## src/logic/dsw_map.vh

```
// Register map, field positions and reset values of the drive status word
// Contract
// RULE1 - Bit 0 set only with mains on, electronics ready, pulses inhibited.
// RULE2 - Bit 1 set when the switch-on request has taken effect.
// RULE3 - Bit 2 set while running and following the reference frequency.
// RULE4 - Bit 2 cleared when power stage disabled or reference not tracked.
// RULE5 - Bit 3 set while an error is detected, zero otherwise; code holds it in the fault state until a successful fault reset.
// RULE6 - Fault reset succeeds only once the error cause has gone.
// RULE7 - After error: inhibited if power stage was disabled, else operating.
// RULE8 - Bit 4 low while coast stop is commanded, high otherwise.
// RULE9 - Bit 5 low while quick stop is commanded, high otherwise.
// RULE10 - Bit 6 set exactly while in the switching-on-inhibited state.
// RULE11 - Bit 7 set while a warning is held; controller acknowledges it.
// RULE12 - Bit 8 set while speed is inside tolerance, transients tolerated.
// RULE13 - Every bit refreshed each cycle; a read returns one-cycle snapshot.
// RULE14 - Word is 16 bits, bit 0 least significant, other bits zero.
`ifndef DSW_MAP_VH
`define DSW_MAP_VH

// ****************************************
// Register offsets (byte addresses)
// ****************************************
`define DSW_OFS_STATE 4'h0
`define DSW_OFS_IRQ_STAT 4'h4
`define DSW_OFS_IRQ_MASK 4'h8
`define DSW_OFS_CTRL 4'hc

// ****************************************
// Status word bit positions
// ****************************************
`define DSW_B_RDY_ON 0
`define DSW_B_RDY_OP 1
`define DSW_B_OP_EN 2
`define DSW_B_ERR 3
`define DSW_B_NO_COAST 4
`define DSW_B_NO_QSTOP 5
`define DSW_B_INHIB 6
`define DSW_B_WARN 7
`define DSW_B_SPD_OK 8
`define DSW_WORD_W 16
`define DSW_USED_W 9

// ****************************************
// Control register fields and reset values
// ****************************************
`define DSW_C_FAULT_RST 0
`define DSW_C_WARN_ACK 1
`define DSW_MASK_RST 9'h000

// ****************************************
// Drive states
// ****************************************
`define DSW_ST_NOT_RDY 3'h0
`define DSW_ST_INHIB 3'h1
`define DSW_ST_RDY_ON 3'h2
`define DSW_ST_SW_ON 3'h3
`define DSW_ST_OP 3'h4
`define DSW_ST_FAULT 3'h5

// ****************************************
// Timing
// ****************************************
`define DSW_CLK_NS 100
`define DSW_SPD_SETTLE_NS 2000

`endif

```

## src/logic/dsw_sync.v

```verilog
// Three-stage pin synchroniser with agreement filter
`timescale 1ns/1ps
module dsw_sync #(
  parameter W = 1
) (
  input wire aclk,
  input wire aresetn,
  input wire [W-1:0] pin_in,
  output wire [W-1:0] level_out
);
  reg [W-1:0] s1_q;
  reg [W-1:0] s2_q;
  reg [W-1:0] s3_q;
  reg [W-1:0] lvl_q;
  integer i;

  // First stage feeds only the second stage
  always @(posedge aclk) begin
    if (!aresetn) begin
      s1_q <= {W{1'b0}};
      s2_q <= {W{1'b0}};
      s3_q <= {W{1'b0}};
      lvl_q <= {W{1'b0}};
    end else begin
      s1_q <= pin_in;
      s2_q <= s1_q;
      s3_q <= s2_q;
      for (i = 0; i < W; i = i + 1) begin
        if (s2_q[i] == s3_q[i]) begin
          lvl_q[i] <= s3_q[i];
        end
      end
    end
  end

  assign level_out = lvl_q;
endmodule

```

## src/logic/dsw_axil.v

```verilog
// AXI4-Lite slave front end with flat register access strobes
`timescale 1ns/1ps
module dsw_axil #(
  parameter AW = 4
) (
  input wire aclk,
  input wire aresetn,
  input wire [AW-1:0] s_axi_awaddr,
  input wire s_axi_awvalid,
  output wire s_axi_awready,
  input wire [31:0] s_axi_wdata,
  input wire [3:0] s_axi_wstrb,
  input wire s_axi_wvalid,
  output wire s_axi_wready,
  output reg [1:0] s_axi_bresp,
  output reg s_axi_bvalid,
  input wire s_axi_bready,
  input wire [AW-1:0] s_axi_araddr,
  input wire s_axi_arvalid,
  output wire s_axi_arready,
  output reg [31:0] s_axi_rdata,
  output reg [1:0] s_axi_rresp,
  output reg s_axi_rvalid,
  input wire s_axi_rready,
  output wire wr_stb,
  output wire [AW-1:0] wr_addr,
  output wire [31:0] wr_data,
  output wire [3:0] wr_strb,
  input wire wr_ok,
  output wire rd_stb,
  output wire [AW-1:0] rd_addr,
  input wire [31:0] rd_data,
  input wire rd_ok
);
  localparam [1:0] RESP_OKAY = 2'h0;
  localparam [1:0] RESP_SLVERR = 2'h2;

  reg aw_have_q;
  reg w_have_q;
  reg [AW-1:0] aw_q;
  reg [31:0] wd_q;
  reg [3:0] ws_q;

  // Address and data are captured independently, in either order
  assign s_axi_awready = !aw_have_q && !s_axi_bvalid;
  assign s_axi_wready = !w_have_q && !s_axi_bvalid;
  assign s_axi_arready = !s_axi_rvalid;
  assign wr_stb = aw_have_q && w_have_q;
  assign wr_addr = aw_q;
  assign wr_data = wd_q;
  assign wr_strb = ws_q;
  assign rd_stb = s_axi_arvalid && s_axi_arready;
  assign rd_addr = s_axi_araddr;

  always @(posedge aclk) begin
    if (!aresetn) begin
      aw_have_q <= 1'b0;
      w_have_q <= 1'b0;
      aw_q <= {AW{1'b0}};
      wd_q <= 32'h0000_0000;
      ws_q <= 4'h0;
      s_axi_bvalid <= 1'b0;
      s_axi_bresp <= RESP_OKAY;
      s_axi_rvalid <= 1'b0;
      s_axi_rresp <= RESP_OKAY;
      s_axi_rdata <= 32'h0000_0000;
    end else begin
      if (s_axi_awvalid && s_axi_awready) begin
        aw_have_q <= 1'b1;
        aw_q <= s_axi_awaddr;
      end
      if (s_axi_wvalid && s_axi_wready) begin
        w_have_q <= 1'b1;
        wd_q <= s_axi_wdata;
        ws_q <= s_axi_wstrb;
      end
      if (wr_stb) begin
        aw_have_q <= 1'b0;
        w_have_q <= 1'b0;
        s_axi_bvalid <= 1'b1;
        s_axi_bresp <= wr_ok ? RESP_OKAY : RESP_SLVERR;
      end else if (s_axi_bvalid && s_axi_bready) begin
        s_axi_bvalid <= 1'b0;
      end
      if (rd_stb) begin
        s_axi_rvalid <= 1'b1;
        s_axi_rdata <= rd_data;
        s_axi_rresp <= rd_ok ? RESP_OKAY : RESP_SLVERR;
      end else if (s_axi_rvalid && s_axi_rready) begin
        s_axi_rvalid <= 1'b0;
      end
    end
  end
endmodule

```

## src/logic/dsw_top.v

```verilog
// Drive status word: state tracker, status bits, interrupts, AXI4-Lite regs
//
// The AXI4-Lite slave port and the register offsets are this design's own decisions.
`timescale 1ns/1ps
`include "dsw_map.vh"
module dsw_top #(
  parameter CLK_NS = `DSW_CLK_NS,
  parameter SPD_SETTLE_NS = `DSW_SPD_SETTLE_NS
) (
  input wire aclk,
  input wire aresetn,
  input wire [3:0] s_axi_awaddr,
  input wire s_axi_awvalid,
  output wire s_axi_awready,
  input wire [31:0] s_axi_wdata,
  input wire [3:0] s_axi_wstrb,
  input wire s_axi_wvalid,
  output wire s_axi_wready,
  output wire [1:0] s_axi_bresp,
  output wire s_axi_bvalid,
  input wire s_axi_bready,
  input wire [3:0] s_axi_araddr,
  input wire s_axi_arvalid,
  output wire s_axi_arready,
  output wire [31:0] s_axi_rdata,
  output wire [1:0] s_axi_rresp,
  output wire s_axi_rvalid,
  input wire s_axi_rready,
  input wire mains_on,
  input wire elec_init_done,
  input wire switch_on_req,
  input wire enable_op_req,
  input wire coast_stop_n,
  input wire quick_stop_n,
  input wire ref_tracking,
  input wire error_active,
  input wire error_cause_present,
  input wire error_kills_power,
  input wire warning_raise,
  input wire speed_in_band,
  output wire [15:0] drive_operating_state_word,
  output wire pulses_enable,
  output wire irq
);
  // ****************************************
  // Input synchronisers
  // ****************************************
  localparam NIN = 12;
  wire [NIN-1:0] pins_raw;
  wire [NIN-1:0] pins;
  // Stop inputs cross inverted: the zero reset of the synchroniser then
  // means no stop, so no false stop edge follows reset
  assign pins_raw = {mains_on, elec_init_done, switch_on_req,
    enable_op_req, ~coast_stop_n, ~quick_stop_n, ref_tracking,
    error_active, error_cause_present, error_kills_power,
    warning_raise, speed_in_band};

  dsw_sync #(.W(NIN)) u_sync (
    .aclk(aclk),
    .aresetn(aresetn),
    .pin_in(pins_raw),
    .level_out(pins)
  );

  wire s_mains = pins[11];
  wire s_init = pins[10];
  wire s_swon = pins[9];
  wire s_enop = pins[8];
  wire s_nocoast = !pins[7];
  wire s_noqstop = !pins[6];
  wire s_track = pins[5];
  wire s_err = pins[4];
  wire s_cause = pins[3];
  wire s_kill = pins[2];
  wire s_warn = pins[1];
  wire s_spd = pins[0];

  // ****************************************
  // Register bus
  // ****************************************
  wire wr_stb;
  wire [3:0] wr_addr;
  wire [31:0] wr_data;
  wire [3:0] wr_strb;
  wire rd_stb;
  wire [3:0] rd_addr;
  reg [31:0] rd_data;
  reg rd_ok;
  wire wr_ok;

  dsw_axil #(.AW(4)) u_bus (
    .aclk(aclk),
    .aresetn(aresetn),
    .s_axi_awaddr(s_axi_awaddr),
    .s_axi_awvalid(s_axi_awvalid),
    .s_axi_awready(s_axi_awready),
    .s_axi_wdata(s_axi_wdata),
    .s_axi_wstrb(s_axi_wstrb),
    .s_axi_wvalid(s_axi_wvalid),
    .s_axi_wready(s_axi_wready),
    .s_axi_bresp(s_axi_bresp),
    .s_axi_bvalid(s_axi_bvalid),
    .s_axi_bready(s_axi_bready),
    .s_axi_araddr(s_axi_araddr),
    .s_axi_arvalid(s_axi_arvalid),
    .s_axi_arready(s_axi_arready),
    .s_axi_rdata(s_axi_rdata),
    .s_axi_rresp(s_axi_rresp),
    .s_axi_rvalid(s_axi_rvalid),
    .s_axi_rready(s_axi_rready),
    .wr_stb(wr_stb),
    .wr_addr(wr_addr),
    .wr_data(wr_data),
    .wr_strb(wr_strb),
    .wr_ok(wr_ok),
    .rd_stb(rd_stb),
    .rd_addr(rd_addr),
    .rd_data(rd_data),
    .rd_ok(rd_ok)
  );

  wire wr_mask = wr_stb && wr_addr == `DSW_OFS_IRQ_MASK;
  wire wr_ctrl = wr_stb && wr_addr == `DSW_OFS_CTRL;
  assign wr_ok = wr_addr == `DSW_OFS_IRQ_MASK || wr_addr == `DSW_OFS_CTRL;
  wire fault_rst_pls = wr_ctrl && wr_strb[0] && wr_data[`DSW_C_FAULT_RST];
  wire warn_ack_pls = wr_ctrl && wr_strb[0] && wr_data[`DSW_C_WARN_ACK];
  wire rd_irq_stat = rd_stb && rd_addr == `DSW_OFS_IRQ_STAT;

  // ****************************************
  // Drive state machine
  // ****************************************
  reg [2:0] st_q;
  reg [2:0] st_d;
  reg err_kill_q;

  always @* begin
    st_d = st_q;
    case (st_q)
      `DSW_ST_NOT_RDY: begin
        if (s_mains && s_init) begin
          st_d = `DSW_ST_INHIB;
        end
      end
      `DSW_ST_INHIB: begin
        if (s_nocoast && s_noqstop) begin
          st_d = `DSW_ST_RDY_ON;
        end
      end
      `DSW_ST_RDY_ON: begin
        if (s_swon) begin
          st_d = `DSW_ST_SW_ON;
        end
      end
      `DSW_ST_SW_ON: begin
        if (!s_swon) begin
          st_d = `DSW_ST_RDY_ON;
        end else if (s_enop) begin
          st_d = `DSW_ST_OP;
        end
      end
      `DSW_ST_OP: begin
        if (!s_enop) begin
          st_d = `DSW_ST_SW_ON;
        end
      end
      `DSW_ST_FAULT: begin
        // Reset only takes once the cause has gone
        if (fault_rst_pls && !s_cause) begin // [RULE6]
          st_d = err_kill_q ? `DSW_ST_INHIB : `DSW_ST_OP; // [RULE7]
        end
      end
      default: begin
        st_d = `DSW_ST_NOT_RDY;
      end
    endcase
    // Loss of supply or stop commands override the normal sequence
    if (st_q != `DSW_ST_FAULT && st_q != `DSW_ST_NOT_RDY) begin
      if (!s_mains || !s_init) begin
        st_d = `DSW_ST_NOT_RDY;
      end else if (s_err) begin
        st_d = `DSW_ST_FAULT;
      end else if (!s_nocoast || !s_noqstop) begin
        st_d = `DSW_ST_INHIB;
      end
    end
  end

  always @(posedge aclk) begin
    if (!aresetn) begin
      st_q <= `DSW_ST_NOT_RDY;
      err_kill_q <= 1'b0;
    end else begin
      st_q <= st_d;
      if (st_q != `DSW_ST_FAULT && st_d == `DSW_ST_FAULT) begin
        err_kill_q <= s_kill;
      end
    end
  end

  // ****************************************
  // Warning latch and speed settle filter
  // ****************************************
  reg warn_q;
  always @(posedge aclk) begin
    if (!aresetn) begin
      warn_q <= 1'b0;
    end else if (s_warn) begin
      warn_q <= 1'b1; // Raise wins over acknowledge [RULE11]
    end else if (warn_ack_pls) begin
      warn_q <= 1'b0;
    end
  end

  // Short excursions out of band are ignored [RULE12]
  localparam integer SETTLE_CYC = (SPD_SETTLE_NS / CLK_NS) < 1 ? 1 :
    (SPD_SETTLE_NS / CLK_NS);
  reg [15:0] spd_cnt_q;
  reg spd_ok_q;
  always @(posedge aclk) begin
    if (!aresetn) begin
      spd_cnt_q <= 16'h0000;
      spd_ok_q <= 1'b0;
    end else if (s_spd) begin
      spd_cnt_q <= 16'h0000;
      spd_ok_q <= 1'b1;
    end else if (spd_cnt_q >= SETTLE_CYC[15:0] - 16'h0001) begin
      spd_ok_q <= 1'b0;
    end else begin
      spd_cnt_q <= spd_cnt_q + 16'h0001;
    end
  end

  // ****************************************
  // Status word, refreshed every cycle
  // ****************************************
  reg [`DSW_USED_W-1:0] word_q;
  wire [`DSW_USED_W-1:0] word_d;
  assign word_d[`DSW_B_RDY_ON] = s_mains && s_init && // [RULE1]
    (st_q == `DSW_ST_RDY_ON || st_q == `DSW_ST_SW_ON);
  assign word_d[`DSW_B_RDY_OP] = st_q == `DSW_ST_SW_ON || // [RULE2]
    st_q == `DSW_ST_OP;
  assign word_d[`DSW_B_OP_EN] = st_q == `DSW_ST_OP && // [RULE3] [RULE4]
    s_enop && s_track;
  assign word_d[`DSW_B_ERR] = st_q == `DSW_ST_FAULT; // [RULE5]
  assign word_d[`DSW_B_NO_COAST] = s_nocoast; // [RULE8]
  assign word_d[`DSW_B_NO_QSTOP] = s_noqstop; // [RULE9]
  assign word_d[`DSW_B_INHIB] = st_q == `DSW_ST_INHIB; // [RULE10]
  assign word_d[`DSW_B_WARN] = warn_q; // [RULE11]
  assign word_d[`DSW_B_SPD_OK] = spd_ok_q; // [RULE12]

  always @(posedge aclk) begin
    if (!aresetn) begin
      word_q <= {`DSW_USED_W{1'b0}};
    end else begin
      word_q <= word_d; // [RULE13]
    end
  end

  // Unused upper positions stay zero [RULE14]
  assign drive_operating_state_word =
    {{(`DSW_WORD_W-`DSW_USED_W){1'b0}}, word_q};
  assign pulses_enable = word_q[`DSW_B_OP_EN];

  // ****************************************
  // Interrupts: any status bit change is an event
  // ****************************************
  reg [`DSW_USED_W-1:0] mask_q;
  reg [`DSW_USED_W-1:0] ists_q;
  // The first cycle after reset loads word_q from zero; that is no event
  reg run_q;
  wire [`DSW_USED_W-1:0] ev = (word_d ^ word_q) & {`DSW_USED_W{run_q}};
  always @(posedge aclk) begin
    if (!aresetn) begin
      mask_q <= `DSW_MASK_RST;
      ists_q <= {`DSW_USED_W{1'b0}};
      run_q <= 1'b0;
    end else begin
      run_q <= 1'b1;
      if (wr_mask && wr_strb[0]) begin
        mask_q[7:0] <= wr_data[7:0];
      end
      if (wr_mask && wr_strb[1]) begin
        mask_q[8] <= wr_data[8];
      end
      // New events win over the read that clears
      ists_q <= (rd_irq_stat ? {`DSW_USED_W{1'b0}} : ists_q) | ev;
    end
  end
  assign irq = |(ists_q & mask_q);

  // ****************************************
  // Read mux
  // ****************************************
  always @* begin
    rd_ok = 1'b1;
    rd_data = 32'h0000_0000;
    case (rd_addr)
      `DSW_OFS_STATE: rd_data = {16'h0000, drive_operating_state_word};
      `DSW_OFS_IRQ_STAT: rd_data = {23'h000000, ists_q};
      `DSW_OFS_IRQ_MASK: rd_data = {23'h000000, mask_q};
      `DSW_OFS_CTRL: rd_data = 32'h0000_0000;
      default: rd_ok = 1'b0;
    endcase
  end
endmodule

```

## config.mk

```make
export PLATFORM = sky130hd
export DESIGN_NAME = dsw_top
export DESIGN_NICKNAME = d
export VERILOG_FILES = /design/src/logic/dsw_sync.v /design/src/logic/dsw_axil.v /design/src/logic/dsw_top.v
export VERILOG_INCLUDE_DIRS = /design/src /design/src/logic
export SDC_FILE = /design/constraint.sdc
export NUM_CORES = 1
export LEC_CHECK = 0
export BUFFER_PORTS_ARGS = -buffer_cell sky130_fd_sc_hd__buf_2
export CAP_MARGIN = 20
export CORE_MARGIN = 2
export CORE_UTILIZATION = 50
export CTS_CLUSTER_SIZE = 20
export DETAILED_ROUTE_END_ITERATION = 8
export HOLD_SLACK_MARGIN = 0.05
export PLACE_DENSITY = 0.75
export SLEW_MARGIN = 15
export SYNTH_ARGS = -nofsm -noshare
export SYNTH_HDL_FRONTEND = slang
export SYNTH_SLANG_ARGS = --single-unit
```

## constraint.sdc

```tcl
create_clock -name aclk -period 2.55 [get_ports aclk]
set_input_delay 0.255 -clock aclk [delete_from_list [all_inputs] [get_ports aclk]]
set_output_delay 0.255 -clock aclk [all_outputs]
set_load 0.03 [all_outputs]
```

; ---- Word-level counts from Yosys, hierarchy flattened
; Index checks and enable logic that the tools add are counted.
[op_classes]
add_sub_neg = 1
n_mul = 0
div = 0
order_cmp = 1
eq_ne = 24
n_shift = 0
mux = 27
bitwise = 7
reduce_logical = 49
[ops]
columns = op, n
row1 = $mux 3, 12
row2 = $pmux 9 s3, 1
row3 = $logic_and 1x1->1, 24
row4 = $and 9x9->9, 2
row5 = $pmux 3 s6, 1
row6 = $add 16x1->16 const B, 1
row7 = $eq 4x4->1 const B, 4
row8 = $ge 16x5->1 const B, 1
row9 = $eq 1x1->1, 12
row10 = $mux 1, 10
row11 = $eq 3x3->1 const B, 3
row12 = $logic_not 1->1, 9
row13 = $mux 9, 1
row14 = $or 9x9->9, 1
row15 = $reduce_or 9->1, 1
row16 = $xor 9x9->9, 1
row17 = $reduce_bool 2->1, 4
row18 = $eq 3x2->1 const B, 2
row19 = $logic_or 1x1->1, 5
row20 = $eq 4x3->1 const B, 1
row21 = $logic_not 4->1, 1
row22 = $mux 2, 2
row23 = $reduce_or 2->1, 2
row24 = $reduce_or 4->1, 1
row25 = 5 further kinds, 7
[totals]
ff_bits = 153
latchBits = 0
ramBits = 0
romBits = 0
inputBits = 63
output_inout_bits = 59
word_cells = 144
mem_count = 0

; ---- Logic depth before layout (Yosys ltp)
[depth]
ltp_word = 13
mapped_depth = 6

; ---- By module
; From an unflattened synthesis, not the netlist that was laid out.
[unflattened]
hier_cells = 748
hier_area_um2 = 6667.6
[by_module_without_submodules]
columns = mod, n_inst, cells_per_inst, area_each_um2, seq_area_each_um2
row1 = dsw_axil, 1, 352, 2849.0, 1561.5
row2 = dsw_top, 1, 271, 2378.5, 1001.0
row3 = dsw_sync, 1, 125, 1440.1, 960.9

; ---- Least setup slack after synthesis
; No wires, ideal clock.
[synth_path]
path_kind = reg-to-reg
from = register u_bus.s_axi_bvalid
to = register u_bus.aw_q[3] (netlist: u_bus.wr_addr[3])
t_arrival_ps = 1573
t_required_ps = 2422
slack_ps = 849
stages_incl_launch_ff = 6
cell_sequence = dfxtp_1 > nor2_1 > and2_1 > clkbuf_1 > mux2i_1 > nor2_1
[synth_via]
elab_chain_len = 3
[synth_rtl]
columns = item, line_no
row1 = from (decl), dsw_axil.v:16  ; output reg s_axi_bvalid,
row2 = from (signal assigned), dsw_axil.v:62  ; s_axi_bvalid <= 1'b0;
row3 = from (signal assigned), dsw_axil.v:80  ; s_axi_bvalid <= 1'b1;
row4 = from (signal assigned), dsw_axil.v:83  ; s_axi_bvalid <= 1'b0;
row5 = $logic_not 1->1, dsw_axil.v:45  ; assign s_axi_awready = !aw_have_q && !s_axi_bvalid;
row6 = $logic_and 1x1->1, dsw_axil.v:45
row7 = via s_axi_awready, dsw_top.v:14  ; output wire s_axi_awready,
row8 = $logic_and 1x1->1, dsw_axil.v:68  ; if (s_axi_awvalid && s_axi_awready) begin
row9 = to (signal assigned), dsw_axil.v:59  ; aw_q <= {AW{1'b0}};
row10 = to (signal assigned), dsw_axil.v:70  ; aw_q <= s_axi_awaddr;
row11 = to (decl), dsw_axil.v:40  ; reg [AW-1:0] aw_q;
; The timed path passes the listed nets, and every way through them passes these cells.
; A chain may end at the register's enable or synchronous reset.

; ---- Worst setup path in the final report
[layout_path]
from = register mask_q[8]
to = output irq
[layout_via]
elab_chain_len = 2
[layout_rtl]
columns = item, line_no
row1 = from (decl), dsw_top.v:267  ; reg [`DSW_USED_W-1:0] mask_q;
row2 = from (signal assigned), dsw_top.v:274  ; mask_q <= `DSW_MASK_RST;
row3 = from (signal assigned), dsw_top.v:283  ; mask_q[8] <= wr_data[8];
row4 = $and 9x9->9, dsw_top.v:289  ; assign irq = |(ists_q & mask_q);
row5 = $reduce_or 9->1, dsw_top.v:289
row6 = to (decl), dsw_top.v:43  ; output wire irq
; Every way passes these cells.

==> impl_metrics.py <==
metrics = {
    "job": {
        "drv_cap": 0,
    },
    "floorplan": {
        "start_util_pct": 51.0,
        "die_area_um2": 10700,
        "num_rows": 36,
        "coreArea_um2": 9680,
        "die_y_um": 103,
        "die_x_um": 103,
        "pin_count": 122,
    },
    "cts": {
        "clockBufferDepth": 2,
        "cts_tree": "done",
        "cts_root_buf": "clkbuf_8",
        "cts_sinks": 128,
        "cts_resized": 0,
        "cts_buffers": 17,
        "htreeDepth": 4,
        "clk_latency_ns": 0.51,
        "clk_pin_slew_worst_paths_ns": 0.06,
    },
    "logic_synthesis": {
        "postSynthCellCount": 528,
        "syn_area_um2": 4940,
        "yosysSeqAreaShare_pct": 51.8,
        "synth_edf_count": 0,
        "synth-seq-cells": 128,
        "synth_area_per_cell_um2": 9.36,
        "synthArstFlopShare_pct": 0,
        "ys.flop_type": "dfxtp_1",
        "synth_top_area_share_pct": 51.8,
        "synth_area_leaders": "dfxtp_1 52%, and2_1 7.3%, buf_4 5.2%",
        "synth_largest_area_cell": "dfxtp_1",
        "yosys_warnings": 0,
        "synth_cell_types": 56,
    },
    "critical_path": {
        "start_kind": "register",
        "cp-end-kind": "output pin",
        "worstSetupPathType": "register to output pin",
        "crit_fanout": 3,
        "crit_chain": "a22o_1, a221oi_1, nand3_1, buf_2",
        "required_ns": 2.30,
        "crit_slowest_cell": "dfxtp_1",
        "cpPeakStageDelay_ns": 0.36,
        "crit_arrival_ns": 1.69,
    },
    "finish": {
        "antennaDiodeCount": 0,
        "multi_input_area_um2": 2100,
        "flow.area_growth_from_synthesis_pct": 24.9,
        "fin_nets": 679,
        "fillers": 764,
        "fin_area_um2": 6170,
        "seq_area_um2": 2560,
        "drive_gt1_share_pct": 17.2,
    },
    "timing": {
        "slew_viol_final": 0,
        "layout_setup_ws_ns": 0.604,
        "fmax_mhz": 514,
        "finClkSkew_ns": 0.00757,
        "worst_pin_slew_ns": 0.703,
        "rsz0062_at_grt": "no",
        "hold_viol": 0,
        "setup_violations": 0,
        "max_slew_margin_pct": 53.1,
        "period_share_pct": 76.3,
        "layout_min_cycle_time_ns": 1.95,
        "tns_ns": 0,
    },
    "place": {
        "dp_hpwl_mm": 6.06,
        "portBuffers": 64,
        "place_ws_ns": 0.527,
        "placed_area_um2": 5200,
        "place.gp.congestion": 0.828,
    },
    "routing": {
        "viasPerCell": 4.99,
        "antenna_left": 0,
        "drt_iter0_drc": 215,
        "drt-total-wl_mm": 9.65,
        "via_count": 3800,
        "drc_errors": 0,
        "wire_per_inst_um": 12.7,
        "drtPass1Iterations": 5,
    },
    "global_routing": {
        "grt_pass1_vias": 3524,
        "grt_max_degree": 69,
        "antenna_found_initial": 0,
        "grt_pass1_wl_mm": 15.9,
        "grt_overflow": 0,
        "track_usage_pct": 19.1,
    },
    "outcome": {
        "status": "finished clean",
    },
    "power_and_ir_drop": {
        "p_leak_nw": 2.66,
        "power_density_nw_per_um2": 822,
        "max-vdd-ir-drop_mv": 0.440,
    },
    "hold_path": {
        "hold_path_class": "input pin to register",
    },
}
## cell usage in the layout, fill, tap and decap left out, types with 3 or more instances in the layout
cell,netlist,final
a21oi_1,47,47
a22oi_2,4,4
dlygate4sd3_1,0,31
buf_2,6,64
a31oi_1,4,4
inv_1,6,6
nor2_1,48,48
a22oi_1,7,7
dfxtp_1,128,128
nand2_1,49,49
bufinv_16,0,6
o2bb2ai_1,3,3
nand2b_1,5,5
nand4b_1,3,3
clkbuf_16,0,16
xor2_1,4,4
o21ai_1,11,11
nand3_1,3,3
conb_1,1,32
mux2i_1,23,23
clkinv_2,0,3
and2_1,58,58
nor3_1,4,4
buf_4,34,3
and4_1,3,3
o21ai_0,15,15
xnor2_1,5,5
or3_1,4,4
## metal layers
metal | vias up | part of all wire (%) | global-route usage (%)
met5 | - | 0 | 0
met2 | 118 | 49 | 32.0
met4 | 0 | 1.7 | 8.30
met3 | 11 | 5.2 | 5.91
met1 | 1773 | 44 | 22.6
li1 | 1898 | - | -
## report_power, final
part,internal (W),switching [W],total (W)
registers,0.00206,0.0000414,0.00210
logic,0.000117,0.000194,0.000311
clock network,0.00181,0.000853,0.00266
## path summary, 6_finish.rpt
path / to / from / depth (start not counted) / slack (ns)
max: irq / mask_q[8] / 4 / 0.60
min: u_bus.s_axi_rresp[1] / s_axi_arvalid / 3 / 0.06
max reg2reg: ists_q[3] / u_bus.s_axi_rvalid / 5 / 0.71
min reg2reg: u_sync.s2_q[11] / u_sync.s1_q[11] / 1 / 0.43
## what timing repair did
action	in CTS	in global routing
endpoints found under the hold margin	29	0
setup buffers	0	0
hold buffers	31	0
## cell type report
type                       count  area share (%)
clock buffer                  18            6.93
multi-input combinational    363            34.0
timing repair buffer          98            10.6
inverter                       7           0.426
sequential                   128            41.5
clock inverter                14            3.83
tap                          133            2.70
## per-stage QoR
| step | std cells | util [%] | hold WS, ns | power, W |
|---|---|---|---|---|
| 2_1_floorplan | 559 | - | 0.283 | 0.00238 |
| 3_3_place_gp | 698 | 53.7 | 0.408 | 0.00240 |
| 3_5_place_dp | 698 | 53.7 | 0.408 | 0.00242 |
| 4_1_cts | 761 | 63.7 | 0.0571 | 0.00511 |
| 5_1_grt | 761 | 63.7 | 0.0730 | 0.00526 |
| 6_report | 761 | 63.7 | 0.0649 | 0.00507 |
## state kept, by name, summed over array words and instances (netlist names), 2 cells and up
register,flops
u_sync.s1_q,12
mask_q,9
u_sync.s2_q,12
u_bus.wr_data,9
spd_cnt_q,16
st_q,3
u_bus.wr_addr,4
u_sync.s3_q,12
ists_q,9
u_sync.level_out,12
u_bus.wr_strb,2
u_bus.s_axi_rdata,9
word_q,9
## worst max-delay path: cells and delay by family, from the launching register on
kind	cells	cell delay [ns]
AND/OR/NAND/NOR	1	0.14
flip-flops	1	0.36
buffers and inverters	1	0.20
AO/OA/AOI/OAI	2	0.48
## logic make-up after synthesis
| logic type | share of synthesized area, % |
|---|---|
| flops | 51.8 |
| buf+inv | 8.05 |
| simple gates | 20.0 |
| mux | 4.66 |
| other cells | 0.0759 |
| fa+ha+maj | 0.253 |
| compound gates | 13.5 |
| xor+xnor | 1.59 |
## Yosys cell counts, types with 4 or more instances
| library cell | instances |
|---|---|
| dfxtp_1 | 128 |
| and2_1 | 58 |
| nand2_1 | 49 |
| nor2_1 | 48 |
| a21oi_1 | 47 |
| buf_4 | 34 |
| mux2i_1 | 23 |
| clkbuf_1 | 19 |
| o21ai_0 | 15 |
| o21ai_1 | 11 |
| a22oi_1 | 7 |
| buf_2 | 6 |
| inv_1 | 6 |
| nand2b_1 | 5 |
| xnor2_1 | 5 |
| a22oi_2 | 4 |
| a31oi_1 | 4 |
| nor3_1 | 4 |
| or3_1 | 4 |
| xor2_1 | 4 |
No activity file was read; power rests on OpenSTA's default activity.
